[src/design/svil_pkg.sv]
// Package for the servo input interlock: register map, fields, codes and types
package svil_pkg;

    // Register byte offsets
    localparam logic [7:0] REG_CTRL     = 8'h00;
    localparam logic [7:0] REG_ASSIGN   = 8'h04;
    localparam logic [7:0] REG_STATUS   = 8'h08;
    localparam logic [7:0] REG_IRQ_STAT = 8'h0C;
    localparam logic [7:0] REG_IRQ_CLR  = 8'h10;
    localparam logic [7:0] REG_IRQ_EN   = 8'h14;
    localparam logic [7:0] REG_CMD      = 8'h18;

    // Control and command register field positions
    localparam int CTRL_DOG_POL  = 0;
    localparam int CTRL_AUTO_FWD = 1;
    localparam int CTRL_AUTO_REV = 2;
    localparam int CTRL_STOP_SLW = 3;
    localparam int CTRL_MAP_FWD  = 4;
    localparam int CTRL_MAP_REV  = 5;
    localparam int CMD_FS_CLEAR  = 0;

    // Output assignment fields, one code byte per terminal
    localparam int ASSIGN_A_LSB = 0;
    localparam int ASSIGN_B_LSB = 8;

    // Reset values
    localparam logic [5:0]  CTRL_RESET   = 6'h30;
    localparam logic [15:0] ASSIGN_RESET = 16'h0000;
    localparam logic [2:0]  IRQ_EN_RESET = 3'h0;

    // Assignment and warning codes
    localparam logic [7:0] CODE_NONE        = 8'h00;
    localparam logic [7:0] CODE_WARNING     = 8'h07;
    localparam logic [7:0] CODE_TRAVEL_DONE = 8'h18;
    localparam logic [7:0] WARN_LIMIT       = 8'h63;

    // Interrupt bit positions
    localparam int IRQ_FSTOP = 0;
    localparam int IRQ_FWD   = 1;
    localparam int IRQ_REV   = 2;

    // Discrete inputs travelling together
    typedef struct packed {
        logic forced_stop;
        logic dog;
        logic fwd_limit;
        logic rev_limit;
    } svil_din_t;

    // Interlock state, one-hot
    typedef enum logic [1:0] {
        ST_RUN   = 2'b01,
        ST_FSTOP = 2'b10
    } svil_state_t;

endpackage

[src/design/svil_top.sv]
// Servo input interlock: forced stop, dog polarity, travel limits, warning routing
`timescale 1ns/1ps

// Operation
// - An open forced stop input puts the device in forced stop with base off and brake on.
// - While in forced stop, a closed forced stop input lets the state be cleared.
// - By default an off dog input counts as the proximity dog detected.
// - A setting inverts the dog detection polarity.
// - By default a travel limit turning off stops the motor suddenly and holds it servo-locked.
// - Counter-clockwise travel needs the forward limit on, clockwise the reverse limit.
// - A setting selects the stopping method used when a travel limit turns off.
// - A setting can force either or both travel limits internally on.
// - A travel limit not mapped to a terminal is always on, whatever the auto setting.
// - A travel limit off raises warning code 99 and drives the warning output off.
// - The warning output reaches a terminal only once an assignment setting maps it.
// - Assignment code 24 routes the travel completion signal to a terminal.
module svil_top (
    // Clock and reset
    input  wire logic              clk_i,
    input  wire logic              rst_i,
    // Wishbone slave
    input  wire logic              wb_cyc_i,
    input  wire logic              wb_stb_i,
    input  wire logic              wb_we_i,
    input  wire logic [7:0]        wb_adr_i,
    input  wire logic [3:0]        wb_sel_i,
    input  wire logic [31:0]       wb_dat_i,
    output logic      [31:0]       wb_dat_o,
    output logic                   wb_ack_o,
    // Field inputs and positioning status
    input  wire svil_pkg::svil_din_t pins_i,
    input  wire logic              travel_done_i,
    // Drive and motion control
    output logic                   base_off_o,
    output logic                   dyn_brake_o,
    output logic                   sudden_stop_o,
    output logic                   slow_stop_o,
    output logic                   servo_lock_o,
    output logic                   ccw_permit_o,
    output logic                   cw_permit_o,
    output logic                   dog_detected_o,
    // Warning, output terminals and interrupt
    output logic      [7:0]        warn_code_o,
    output logic      [1:0]        out_term_o,
    output logic                   irq_o
);
    import svil_pkg::*;

    ////////////////////////////////////////////////////////////////////////////////
    // Input synchroniser

    svil_din_t   sync1;
    svil_din_t   sync2;
    svil_state_t state;
    logic [5:0]  ctrl;
    logic [15:0] assign_reg;
    logic [2:0]  irq_stat;
    logic [2:0]  irq_en;
    logic        fwd_eff;
    logic        rev_eff;
    logic        fwd_eff_q;
    logic        rev_eff_q;
    logic        fs_clear;
    logic        wb_req;
    logic        wb_wr;
    logic [2:0]  next_irq_stat;
    logic [2:0]  events;

    // Two flops; first stage only feeds the second
    always_ff @(posedge clk_i) begin
        if (rst_i) begin
            sync1 <= '1;
            sync2 <= '1;
        end else begin
            sync1 <= pins_i;
            sync2 <= sync1;
        end
    end

    ////////////////////////////////////////////////////////////////////////////////
    // Effective travel limits

    // Unmapped limit always on, else pin or auto-on
    always_comb begin
        fwd_eff = !ctrl[CTRL_MAP_FWD] || sync2.fwd_limit || ctrl[CTRL_AUTO_FWD];
        rev_eff = !ctrl[CTRL_MAP_REV] || sync2.rev_limit || ctrl[CTRL_AUTO_REV];
    end

    ////////////////////////////////////////////////////////////////////////////////
    // Forced stop state machine

    always_ff @(posedge clk_i) begin
        if (rst_i) begin
            state <= ST_FSTOP;
        end else begin
            case (state)
                ST_RUN: begin
                    if (!sync2.forced_stop) begin
                        state <= ST_FSTOP;
                    end
                end
                ST_FSTOP: begin
                    if (sync2.forced_stop && fs_clear) begin
                        state <= ST_RUN;
                    end
                end
                default: state <= ST_FSTOP;
            endcase
        end
    end

    ////////////////////////////////////////////////////////////////////////////////
    // Drive outputs

    // Stop, lock and permit decisions, registered
    always_ff @(posedge clk_i) begin
        if (rst_i) begin
            base_off_o    <= 1'b1;
            dyn_brake_o   <= 1'b1;
            sudden_stop_o <= 1'b0;
            slow_stop_o   <= 1'b0;
            servo_lock_o  <= 1'b0;
            ccw_permit_o  <= 1'b0;
            cw_permit_o   <= 1'b0;
        end else begin
            base_off_o    <= state == ST_FSTOP;
            dyn_brake_o   <= state == ST_FSTOP;
            sudden_stop_o <= state == ST_RUN && !(fwd_eff && rev_eff)
                             && !ctrl[CTRL_STOP_SLW];
            slow_stop_o   <= state == ST_RUN && !(fwd_eff && rev_eff)
                             && ctrl[CTRL_STOP_SLW];
            servo_lock_o  <= state == ST_RUN && !(fwd_eff && rev_eff);
            ccw_permit_o  <= state == ST_RUN && fwd_eff;
            cw_permit_o   <= state == ST_RUN && rev_eff;
        end
    end

    // Dog detection with selectable polarity
    always_ff @(posedge clk_i) begin
        if (rst_i) begin
            dog_detected_o <= 1'b0;
        end else begin
            dog_detected_o <= ctrl[CTRL_DOG_POL] ? sync2.dog : !sync2.dog;
        end
    end

    ////////////////////////////////////////////////////////////////////////////////
    // Warning and output terminal routing

    // Terminal source from its assignment code
    function automatic logic route(input logic [7:0] code, input logic warn_n,
                                   input logic done);
        case (code)
            CODE_WARNING:     route = warn_n;
            CODE_TRAVEL_DONE: route = done;
            default:          route = 1'b0;
        endcase
    endfunction

    // Warning code and terminals
    always_ff @(posedge clk_i) begin
        if (rst_i) begin
            warn_code_o <= 8'h00;
            out_term_o  <= 2'b00;
        end else begin
            warn_code_o   <= (fwd_eff && rev_eff) ? 8'h00 : WARN_LIMIT;
            out_term_o[0] <= route(assign_reg[ASSIGN_A_LSB +: 8], fwd_eff && rev_eff,
                                   travel_done_i);
            out_term_o[1] <= route(assign_reg[ASSIGN_B_LSB +: 8], fwd_eff && rev_eff,
                                   travel_done_i);
        end
    end

    ////////////////////////////////////////////////////////////////////////////////
    // Interrupts

    // Limit falling edges and forced stop entry
    always_ff @(posedge clk_i) begin
        if (rst_i) begin
            fwd_eff_q <= 1'b1;
            rev_eff_q <= 1'b1;
        end else begin
            fwd_eff_q <= fwd_eff;
            rev_eff_q <= rev_eff;
        end
    end

    // Sticky status, set wins over clear
    always_comb begin
        events[IRQ_FSTOP] = state == ST_RUN && !sync2.forced_stop;
        events[IRQ_FWD]   = fwd_eff_q && !fwd_eff;
        events[IRQ_REV]   = rev_eff_q && !rev_eff;
        next_irq_stat     = irq_stat;
        if (wb_wr && wb_adr_i == REG_IRQ_CLR && wb_sel_i[0]) begin
            next_irq_stat = irq_stat & ~wb_dat_i[2:0];
        end
        next_irq_stat = next_irq_stat | events;
    end

    always_ff @(posedge clk_i) begin
        if (rst_i) begin
            irq_stat <= 3'h0;
            irq_o    <= 1'b0;
        end else begin
            irq_stat <= next_irq_stat;
            irq_o    <= |(next_irq_stat & irq_en);
        end
    end

    ////////////////////////////////////////////////////////////////////////////////
    // Wishbone slave

    assign wb_req = wb_cyc_i && wb_stb_i && !wb_ack_o;
    assign wb_wr  = wb_req && wb_we_i;

    // One-wait-state acknowledge
    always_ff @(posedge clk_i) begin
        if (rst_i) begin
            wb_ack_o <= 1'b0;
        end else begin
            wb_ack_o <= wb_req;
        end
    end

    // Writable registers
    always_ff @(posedge clk_i) begin
        if (rst_i) begin
            ctrl       <= CTRL_RESET;
            assign_reg <= ASSIGN_RESET;
            irq_en     <= IRQ_EN_RESET;
            fs_clear   <= 1'b0;
        end else begin
            fs_clear <= wb_wr && wb_adr_i == REG_CMD && wb_sel_i[0]
                        && wb_dat_i[CMD_FS_CLEAR];
            if (wb_wr && wb_adr_i == REG_CTRL && wb_sel_i[0]) begin
                ctrl <= wb_dat_i[5:0];
            end
            if (wb_wr && wb_adr_i == REG_ASSIGN) begin
                if (wb_sel_i[0]) begin
                    assign_reg[7:0] <= wb_dat_i[7:0];
                end
                if (wb_sel_i[1]) begin
                    assign_reg[15:8] <= wb_dat_i[15:8];
                end
            end
            if (wb_wr && wb_adr_i == REG_IRQ_EN && wb_sel_i[0]) begin
                irq_en <= wb_dat_i[2:0];
            end
        end
    end

    // Read data; unmapped and write-only read zero
    always_ff @(posedge clk_i) begin
        if (rst_i) begin
            wb_dat_o <= 32'h0000_0000;
        end else if (wb_req && !wb_we_i) begin
            case (wb_adr_i)
                REG_CTRL:     wb_dat_o <= {26'h000_0000, ctrl};
                REG_ASSIGN:   wb_dat_o <= {16'h0000, assign_reg};
                REG_STATUS:   wb_dat_o <= {16'h0000, warn_code_o, 1'b0,
                                           state == ST_FSTOP, dog_detected_o,
                                           fwd_eff, rev_eff, sync2.forced_stop,
                                           ccw_permit_o, cw_permit_o};
                REG_IRQ_STAT: wb_dat_o <= {29'h0000_0000, irq_stat};
                REG_IRQ_EN:   wb_dat_o <= {29'h0000_0000, irq_en};
                default:      wb_dat_o <= 32'h0000_0000;
            endcase
        end
    end
endmodule

[config.mk]
export PLATFORM = sky130hd
export DESIGN_NAME = svil_top
export DESIGN_NICKNAME = d
export VERILOG_FILES = /design/src/design/svil_pkg.sv /design/src/design/svil_top.sv
export SDC_FILE = /design/constraint.sdc
export NUM_CORES = 1
export LEC_CHECK = 0
export ABC_AREA = 1
export BUFFER_PORTS_ARGS = -buffer_cell sky130_fd_sc_hd__buf_2
export CAP_MARGIN = 10
export CORE_ASPECT_RATIO = 0.8
export CORE_MARGIN = 2
export CORE_UTILIZATION = 25
export CTS_BUF_LIST = sky130_fd_sc_hd__clkbuf_16
export DETAILED_ROUTE_END_ITERATION = 10
export PLACE_DENSITY = 0.48
export SYNTH_ARGS = -nofsm -noshare
export SYNTH_HDL_FRONTEND = slang
export SYNTH_SLANG_ARGS = --single-unit
[constraint.sdc]
create_clock -name clk_i -period 1.1 [get_ports clk_i]
set_input_delay 0.165 -clock clk_i [delete_from_list [all_inputs] [get_ports clk_i]]
set_output_delay 0.165 -clock clk_i [all_outputs]
set_load 0.02 [all_outputs]
* After elaboration in Yosys (flattened, before gate mapping)
Index checks and enable logic that the tools add are counted.
** Word-level totals
- Output and inout bits :: 52
- Logic and storage cells :: 99
- Input port bits :: 54
- Register bits after elaboration :: 92
** Operators by class
- Bitwise logic cells :: 4
- Equality and inequality tests :: 14
- Reduce and logical (&&, ||, !) cells :: 43
- Mux-type cells :: 9
** Operators by type and width (count)
- $pmux W16 S5 :: 1
- $eq A8 B5 Y1 const B :: 5
- $eq A8 B3 Y1 const B :: 3
- $logic_and A1 B1 Y1 :: 24
- $eq A8 B4 Y1 const B :: 2
- $logic_not A1 Y1 :: 10
- $logic_not A8 Y1 :: 1
- $mux W7 :: 1
- $and A3 B3 Y3 :: 2
- $reduce_and A2 Y1 :: 3
- $logic_or A1 B1 Y1 :: 4
- $mux W2 :: 2
- $ne A2 B2 Y1 const B :: 2
- $pmux W1 S2 :: 2
- $pmux W2 S2 :: 1
- $mux W3 :: 1
- $not A3 Y3 :: 1
- $or A3 B3 Y3 :: 1
- $reduce_or A3 Y1 :: 1
- $eq A2 B1 Y1 const B :: 1
- $eq A2 B2 Y1 const B :: 1
- $mux W1 :: 1

* Logic depth before layout (Yosys ltp)
Gate-level depths: netlist of the first run.
- Word-level depth :: 9
- Mapped depth :: 9
- Depth with buffers taken out :: 9

* Least setup slack after synthesis of the first run
No wires, ideal clock.
- Kind :: reg-to-reg
- From :: register wb_ack_o
- To :: register wb_dat_o[13]
- Arrival time :: 1.158 ns
- Cell stages (with the launch flop) :: 8
- Clock period less this slack :: 1.288 ns
- Required time :: 0.969 ns
- Path buffers :: 1
- Slack :: -0.188 ns
- Cell sequence :: dfxtp_1 > inv_1 > nand3_1 > nor2_2 > inv_2 > buf_6 > nand2_1 > a21oi_2
** On the way
- Longest elaborated chain between the ends :: 3
** RTL lines
- from (decl) :: RTL line svil_top.sv:29 : output logic wb_ack_o,
- from (signal assigned) :: RTL line svil_top.sv:221 : wb_ack_o <= wb_req;
- $logic_not A1 Y1 :: RTL line svil_top.sv:213 : assign wb_req = wb_cyc_i && wb_stb_i && !wb_ack_o;
- $logic_and A1 B1 Y1 :: RTL line svil_top.sv:213
- $logic_and A1 B1 Y1 :: RTL line svil_top.sv:256 : end else if (wb_req && !wb_we_i) begin
- to (signal assigned) :: RTL line svil_top.sv:258 : REG_CTRL: wb_dat_o <= {26'h000_0000, ctrl};
- to (signal assigned) :: RTL line svil_top.sv:259 : REG_ASSIGN: wb_dat_o <= {16'h0000, assign_reg};
- to (signal assigned) :: RTL line svil_top.sv:260 : REG_STATUS: wb_dat_o <= {16'h0000, warn_code_o, 1'b0,
- to (decl) :: RTL line svil_top.sv:28 : output logic [31:0] wb_dat_o,
No other way between the ends.
A chain may end at the register's enable or synchronous reset.

* Worst setup path in the final report of the first run
- From :: register wb_ack_o
- To :: register wb_dat_o[5]
Same word-level chain as after synthesis.

==> results of run 1 <==
-- area by class of cell --
type	count	share of cell area
Sequential cell	69	0.322
Inverter	41	0.0392
Multi-Input combinational cell	276	0.362
Clock inverter	7	0.0209
Timing Repair Buffer	100	0.159
Tap cell	152	0.0441
Clock buffer	9	0.0523
-- report_power, final --
group / internal (µW) / switching [µW]
Sequential: 2530 / 17.0
Clock: 1970 / 1070
Combinational: 176 / 307
Total: 4670 / 1400
-- logic make-up after synthesis --
logic type | share of synthesized area
AND/OR/NAND/NOR | 0.302
buffers and inverters | 0.137
flip-flops | 0.446
AO/OA/AOI/OAI | 0.110
XOR/XNOR | 0.00283
other | 0.00121
-- worst min path at each step --
stage          endpoint  slack (ns)  cells past startpoint
6_report       sync1[0]        0.02                      2
5_1_grt        sync1[1]        0.01                      2
4_1_cts        sync1[1]       0.009                      2
3_5_place_dp   sync1[1]        0.36                      2
3_3_place_gp   sync1[0]        0.35                      2
2_1_floorplan  sync1[0]        0.27                      1
-- repair_timing --
item                       CTS  global route
resized for setup           29            45
hold buffers                 0             0
setup buffers                1             4
pin swaps                    8            11
setup endpoints to repair   52            56
cloned                       1             2
-- metal layers --
layer	vias to the layer above	wire length (µm)	track usage
met5	-	0	0
met4	0	133	0.0392
met3	11	466	0.0393
met2	90	3960	0.203
met1	1317	4410	0.192
li1	1437	-	-
-- metrics by stage --
| stage | hold WS, ns | utilization |
|---|---|---|
| final | 0.0175 | 0.356 |
| after floorplan | 0.269 | - |
| after global routing | 0.0138 | 0.356 |
| after detailed placement | 0.356 | 0.305 |
| after CTS | 0.00930 | 0.338 |
| after global placement | 0.353 | 0.305 |
-- layout by cell type (no fill, tap or decap), drive strengths merged --
master,count
nand4,4
a21oi,25
o21ai,33
conb,20
nor2,65
nand2,76
bufinv,2
a31oi,2
inv,40
buf,99
clkinv,3
dfxtp,69
nor3,10
clkbuf,10
clkinvlp,3
xor2,1
nand3,28
or2,8
o211ai,2
nor4,2
==> flow_summary.json, run 1 <==
{
  "final_cell_area_um2": 4310,
  "r2r-end": "wb_dat_o[5]",
  "netlist_top_cells_area": "dfxtp_1, nand2_1, nor2_1",
  "antenna_cells": 0,
  "critPathTopFamily": "buffers and inverters",
  "die_area_um2": 13300,
  "dpl_cell_area_um2": 3700,
  "track_usage": 0.137,
  "power_density_nw_per_um2": 1410,
  "async_flop_share": 0,
  "clk_path_buf_depth": 2,
  "io_pins": 106,
  "violations": "negative setup slack",
  "regArea_um2": 1390,
  "synth_top_flop_cell": "dfxtp_1",
  "skew_ns": 0.00815,
  "vias_per_cell": 4.37,
  "portBuffers": 67,
  "worst-path-stages": 8,
  "r2r_cells": 8,
  "area_growth_syn_to_layout_pct": 39.2,
  "clock_latency_ns": 0.33,
  "syn_area_um2": 3100,
  "drive_gt1_frac": 0.392,
  "finalPower_uw": 6070,
  "synth_edf_count": 0,
  "hold_viol": 0,
  "final_cells": 654,
  "path_class": "register to register",
  "reg2reg_slack_ns": -0.18,
  "crit_end": "wb_dat_o[5]",
  "cts_made_buffers": 9,
  "cp_num_buf_inv": 4,
  "die_h_um": 104,
  "synthCells": 400,
  "ys.warnings.count": 0,
  "drc": 0,
  "cp-startpoint": "wb_ack_o",
  "hpwl_um": 6750,
  "drt_iter0_drc": 143,
  "dieWidth_um": 128,
  "critPathLaunchType": "register",
  "slowest_stage": "dfxtp_2",
  "worstPathCellList": "inv_2, buf_6, nand3_4, nor2_4, inv_4, clkbuf_16, nand2_2, a21oi_2",
  "crit_required_ns": 1.32,
  "grt_max_degree": 35,
  "yosysMostFrequentCell": "nand2_1",
  "slowest_delay_ns": 0.32,
  "overflow": 0,
  "synthTopCellsByCount": "nand2_1, dfxtp_1, nor2_1",
  "h-tree-depth": 3,
  "wire_per_inst_um": 13.7,
  "ys_seq_elements": 69,
  "ant_nets": 0,
  "nFillCells": 1285,
  "yosysUniqueCellTypes": 33,
  "reg2reg_from": "wb_ack_o",
  "finalCritPeriodShare": 1.17,
  "final_max_slew_viol_count": 0,
  "cp.arrival_ns": 1.50,
  "multi_input_area_um2": 1560,
  "min_period_ns": 1.28,
  "fp.coreArea_um2": 12100,
  "fin_ws_ns": -0.183,
  "fmax_mhz": 779,
  "ir_drop_uv": 742,
  "antenna_found_initial": 0,
  "vias": 2855,
  "ys_seq_area_frac": 0.446,
  "dp_slack_ns": -0.340,
  "fin_nets": 551,
  "maxCapViolations": 0,
  "leakagePower_uw": 0.00195,
  "fin_setup_tns_ns": -4.93,
  "yosys.area.top_type": "dfxtp_1",
  "dp_cells": 630,
  "globalplace.congestion": 0.829,
  "status": "finished, violations left",
  "min_from": "pins_i[0]",
  "grt_pass1_vias": 2708,
  "setup_viol": 44,
  "hp-class": "input port to register",
  "firstDrtPassIters": 4,
  "synth.avg_cell_area_um2": 7.74,
  "start_util": 0.255,
  "rsz0062_at_grt": "true",
  "wl_um": 8980,
  "clock-sinks": 69,
  "fp-row-count": 36,
  "end_kind": "register",
  "grt_pass1_wl_um": 14000,
  "cts_tree": "yes",
  "critPathMaxFanout": 6,
  "cts_root_buffer": "clkbuf_16",
  "cts.clk_slew.worst_paths_ns": 0.05,
  "synth_top_area_frac": 0.446
}
No activity file was read; power rests on OpenSTA's default activity.
==> run 2: changes to the inputs <==
--- a/config.mk
+++ b/config.mk
@@ -10,10 +10,10 @@
 export CAP_MARGIN = 10
 export CORE_ASPECT_RATIO = 0.8
 export CORE_MARGIN = 2
-export CORE_UTILIZATION = 25
+export CORE_UTILIZATION = 45
 export CTS_BUF_LIST = sky130_fd_sc_hd__clkbuf_16
 export DETAILED_ROUTE_END_ITERATION = 10
-export PLACE_DENSITY = 0.48
+export PLACE_DENSITY = 0.77
 export SYNTH_ARGS = -nofsm -noshare
 export SYNTH_HDL_FRONTEND = slang
 export SYNTH_SLANG_ARGS = --single-unit
==> flow_summary.json, run 2 (same netlist as run 1, synthesis figures left out) <==
{
  "firstDrtPassIters": 5,
  "drc": 0,
  "critPathMaxFanout": 4,
  "track_usage": 0.225,
  "cts_made_buffers": 9,
  "cts_tree": "yes",
  "status": "finished, violations left",
  "cp.arrival_ns": 1.56,
  "grt_max_degree": 35,
  "met2_usage": 0.381,
  "hpwl_um": 5720,
  "die_h_um": 78.2,
  "ant_nets": 0,
  "final_common_cell": "buf_2",
  "wire_per_inst_um": 15.2,
  "maxCapViolations": 0,
  "antenna_found_initial": 0,
  "hold_ws_ns": 0.0127,
  "leakagePower_uw": 0.00199,
  "clk_path_buf_depth": 2,
  "die_area_um2": 7560,
  "wl_um": 8980,
  "clock-sinks": 69,
  "cts_root_buffer": "clkbuf_16",
  "globalplace.congestion": 0.901,
  "h-tree-depth": 3,
  "grt_pass1_vias": 2698,
  "fp.coreArea_um2": 6760,
  "end_kind": "register",
  "portBuffers": 67,
  "cts.clk_slew.worst_paths_ns": 0.06,
  "final_max_slew_viol_count": 0,
  "clock_latency_ns": 0.34,
  "critPathLaunchType": "register",
  "crit_required_ns": 1.32,
  "rsz0062_at_grt": "true",
  "fin_ws_ns": -0.236,
  "antenna_cells": 0,
  "fin_setup_tns_ns": -6.75,
  "fmax_mhz": 748,
  "dp_cells": 562,
  "drive_gt1_frac": 0.429,
  "power_density_nw_per_um2": 1420,
  "violations": "negative setup slack",
  "cp_num_buf_inv": 2,
  "io_pins": 106,
  "slowest_stage": "dfxtp_2",
  "dpl_cell_area_um2": 3600,
  "min_period_ns": 1.34,
  "dieWidth_um": 96.7,
  "final_cell_area_um2": 4370,
  "hp-class": "input port to register",
  "vias_per_cell": 5.18,
  "path_class": "register to register",
  "overflow": 0,
  "setup_viol": 45,
  "fin_nets": 553,
  "critPathTopFamily": "simple AND/OR/NAND/NOR gates",
  "ir_drop_uv": 1010,
  "start_util": 0.458,
  "hold_viol": 0,
  "top_usage_layer": "met2",
  "slowest_delay_ns": 0.32,
  "grt_pass1_wl_um": 13300,
  "finalCritPeriodShare": 1.21,
  "final_cells": 591,
  "skew_ns": 0.00866,
  "grt_use_met1": 0.281,
  "critical_path.most_common_cell": "nand2_1",
  "globalRouteMet3Util": 0.0659,
  "drt_iter0_drc": 290,
  "worstPathCellList": "inv_2, nand4_4, nor2_4, buf_4, nand3_1, nand2_1, nand2_1, nand2_1, nand3_1",
  "vias": 3064,
  "nFillCells": 515,
  "fp-row-count": 27,
  "area_growth_syn_to_layout_pct": 41.1,
  "final_cell_mix": "buf_2, dfxtp_1, nor2_1, nand2_1, inv_1"
}
[run 2: area by class of cell]
class / count / area, µm² / area share
multi-input combinational: 276 / 1640 / 0.375
sequential: 69 / 1390 / 0.318
timing repair buffer: 102 / 736 / 0.168
clock buffer: 9 / 225 / 0.0515
inverter: 41 / 174 / 0.0398
tap: 87 / 109 / 0.0249
clock inverter: 7 / 97.6 / 0.0223
[run 2: what timing repair did]
action,4_1_cts,5_1_grt
resized for setup,43,57
pin swaps,21,21
cloned,3,0
hold endpoints to repair,0,0
setup buffers,5,5
endpoints found under the setup margin,50,50
hold buffers,0,0
[run 2: worst paths after layout]
path	from	end	slack (ns)	cells after the start
worst min register to register	sync1[0]	sync2[0]	0.41	1
worst max-delay path	wb_ack_o	irq_o	-0.24	9
worst max register to register	wb_ack_o	irq_o	-0.24	9
worst min-delay path	pins_i[0]	sync1[0]	0.01	2
[run 2: power breakdown]
group	internal, µW	leakage [µW]	switching, µW	total (µW)
combinational	201	0.00128	322	523
sequential	2530	0.000560	15.9	2550
clock	1990	0.000152	1120	3120
[run 2: layer usage]
layer / up-vias / part of all wire
met5: - / 0
met4: 0 / 0.026
met2: 190 / 0.47
met1: 1393 / 0.41
li1: 1449 / -
met3: 32 / 0.088
[run 2: through the flow]
| stage | setup WS (ns) | power, µW | utilization |
|---|---|---|---|
| 6_report | -0.236 | 6180 | 0.647 |
| 5_1_grt | -0.274 | 6350 | 0.647 |
| 4_1_cts | -0.142 | 6170 | 0.619 |
| 3_5_place_dp | -0.260 | 3010 | 0.532 |
| 3_3_place_gp | -0.236 | 3000 | 0.532 |
| 2_1_floorplan | -0.0488 | 2890 | - |
==> run 3: changes to the inputs <==
--- a/config.mk
+++ b/config.mk
@@ -5,7 +5,7 @@
 export SDC_FILE = /design/constraint.sdc
 export NUM_CORES = 1
 export LEC_CHECK = 0
-export ABC_AREA = 1
+export ABC_AREA = 0
 export BUFFER_PORTS_ARGS = -buffer_cell sky130_fd_sc_hd__buf_2
 export CAP_MARGIN = 10
 export CORE_ASPECT_RATIO = 0.8
@@ -13,6 +13,7 @@
 export CORE_UTILIZATION = 45
 export CTS_BUF_LIST = sky130_fd_sc_hd__clkbuf_16
 export DETAILED_ROUTE_END_ITERATION = 10
+export MAX_ROUTING_LAYER = met4
 export PLACE_DENSITY = 0.77
 export SYNTH_ARGS = -nofsm -noshare
 export SYNTH_HDL_FRONTEND = slang
==> flow_summary.json, run 3 <==
{
  "yosysUniqueCellTypes": 50,
  "drc": 0,
  "top_usage_layer": "met2",
  "ant_nets": 0,
  "wl_um": 8470,
  "p_int_uw": 4770,
  "dieWidth_um": 95.0,
  "hp-class": "input port to register",
  "hold_viol": 0,
  "status": "finished, violations left",
  "final_util": 0.692,
  "antenna_found_initial": 0,
  "netlist_top_cells_area": "dfxtp_1, mux2i_1, buf_4",
  "synth_edf_count": 0,
  "overflow": 0,
  "dp_slack_ns": -0.505,
  "globalRouteMet3Util": 0.0727,
  "die_h_um": 76.8,
  "clock-sinks": 69,
  "leakagePower_uw": 0.00207,
  "fin_nets": 489,
  "maxCapViolations": 0,
  "ys_seq_area_frac": 0.463,
  "synthCells": 309,
  "slowest_stage": "dfxtp_4",
  "globalplace.congestion": 0.961,
  "critPathMaxFanout": 4,
  "fp.coreArea_um2": 6410,
  "h-tree-depth": 3,
  "antenna_cells": 0,
  "finalPower_uw": 6230,
  "portBuffers": 67,
  "final_max_slew_viol_count": 0,
  "nFillCells": 477,
  "syn_area_um2": 2980,
  "critPathLaunchType": "register",
  "vias": 2752,
  "slowest_delay_ns": 0.34,
  "rsz0062_at_grt": "true",
  "p_clk_frac": 0.498,
  "cts_tree": "yes",
  "cts_made_buffers": 9,
  "power_frac_comb": 0.094,
  "synth_top_flop_cell": "dfxtp_1",
  "ys_seq_elements": 69,
  "fin_setup_tns_ns": -12.01,
  "worstPathCellList": "and4b_2, and4_4, a31oi_4, a221o_1",
  "clock_latency_ns": 0.33,
  "power.net_switching_uw": 1460,
  "start_util": 0.465,
  "drt_iter0_drc": 160,
  "synth_top_area_frac": 0.463,
  "track_usage": 0.256,
  "ir_drop_uv": 910,
  "fin_ws_ns": -0.375,
  "synthTopCellsByCount": "dfxtp_1, nor2_1, mux2i_1",
  "fmax_mhz": 678,
  "grt_pass1_wl_um": 13900,
  "yosys.area.top_type": "dfxtp_1",
  "vias_per_cell": 5.25,
  "finalCritPeriodShare": 1.34,
  "met2_usage": 0.379,
  "swShare": 0.234,
  "cts_hold_buf": 0,
  "clk_path_buf_depth": 2,
  "area_growth_syn_to_layout_pct": 48.7,
  "ys.warnings.count": 0,
  "power_density_nw_per_um2": 1400,
  "synth.avg_cell_area_um2": 9.65,
  "cts_root_buffer": "clkbuf_16",
  "wire_per_inst_um": 16.2,
  "setup_viol": 53,
  "final_common_cell": "dfxtp_1",
  "skew_ns": 0.00540,
  "final_cell_mix": "dfxtp_1, buf_2, buf_4, nor2_1, mux2i_1",
  "power.share.sequential": 0.408,
  "path_class": "register to register",
  "grt_max_degree": 21,
  "yosysMostFrequentCell": "dfxtp_1",
  "cts.clk_slew.worst_paths_ns": 0.06,
  "cp.arrival_ns": 1.69,
  "violations": "negative setup slack",
  "end_kind": "register",
  "drive_gt1_frac": 0.473,
  "die_area_um2": 7290,
  "async_flop_share": 0,
  "hpwl_um": 5940,
  "grt_use_met1": 0.330,
  "grt_pass1_vias": 2739,
  "firstDrtPassIters": 4,
  "io_pins": 106,
  "fp-row-count": 26,
  "min_period_ns": 1.48,
  "crit_required_ns": 1.32
}
==> run 3: changes by cell type after synthesis, sizes merged, moves of 6 or more <==
cell,change
mux2i,+26
inv,-33
nand4,+6
a21oi,-11
nand3,-25
a22oi,+7
nand2,-62
o21ai,-30
nor2,-19
==> run 3: layer usage <==
layer / routed length [µm] / share of wire
met5: 0 / 0
met1: 3670 / 0.43
met2: 3880 / 0.46
met4: 224 / 0.026
met3: 706 / 0.083
==> run 3: timing repair <==
action,CTS,global route
buffers inserted,6,5
gates resized for setup,52,30
pin swaps,22,27
setup endpoints to repair,59,60
cloned,1,0
==> run 3: kinds of logic (layout without fill, tap and decap cells) <==
family / count (synthesis) / count (layout) / synth area share
and+or+nand+nor: 122 / 122 / 0.246
DFF: 69 / 69 / 0.463
AOI/OAI and AO/OA: 44 / 44 / 0.100
buffers and inverters: 43 / 155 / 0.0877
muxes: 29 / 29 / 0.0987
other: 1 / 20 / 0.00126
xor gates and xnor gates: 1 / 1 / 0.00294
==> run 3: power groups by stage <==
stage	Sequential [µW]	Clock, µW	Combinational [µW]
finish	2540	3100	584
floorplan	2610	0	294
CTS	2550	3140	551
global route	2550	3250	628
detailed placement	2600	0	480
global placement	2600	0	471
==> run 3: cell type report <==
type                            instances  area, µm²  area share
Timing Repair Buffer                  131        915       0.206
Multi-Input combinational cell        216       1670       0.376
Inverter                                8       30.0     0.00677
Tap cell                               84        105      0.0237
Sequential cell                        69       1400       0.315
Clock buffer                            9        225      0.0508
Clock inverter                          7       97.6      0.0220
==> run 3: worst paths after layout <==
kind | startpoint | to | slack [ns] | depth (start not counted)
min | pins_i[0] | sync1[0] | 0.01 | 2
min reg2reg | sync1[3] | sync2[3] | 0.41 | 1
max | wb_ack_o | irq_o | -0.38 | 4
max reg2reg | wb_ack_o | irq_o | -0.38 | 4
==> run 3: worst max-delay path, delay by kind of cell, from the launching register on <==
family	cells	cell delay, ns
flip-flops	1	0.34
AO/OA/AOI/OAI	2	0.39
AND/OR/NAND/NOR	2	0.63
==> run 3: through the flow <==
| step | instance area (µm²) | hold slack, ns | std cells |
|---|---|---|---|
| after detailed placement | 3740 | 0.353 | 501 |
| after floorplan | 3110 | 0.269 | 328 |
| after global routing | 4430 | 0.0115 | 524 |
| final | 4430 | 0.0143 | 524 |
| after CTS | 4330 | 0.00847 | 523 |
| after global placement | 3740 | 0.347 | 501 |
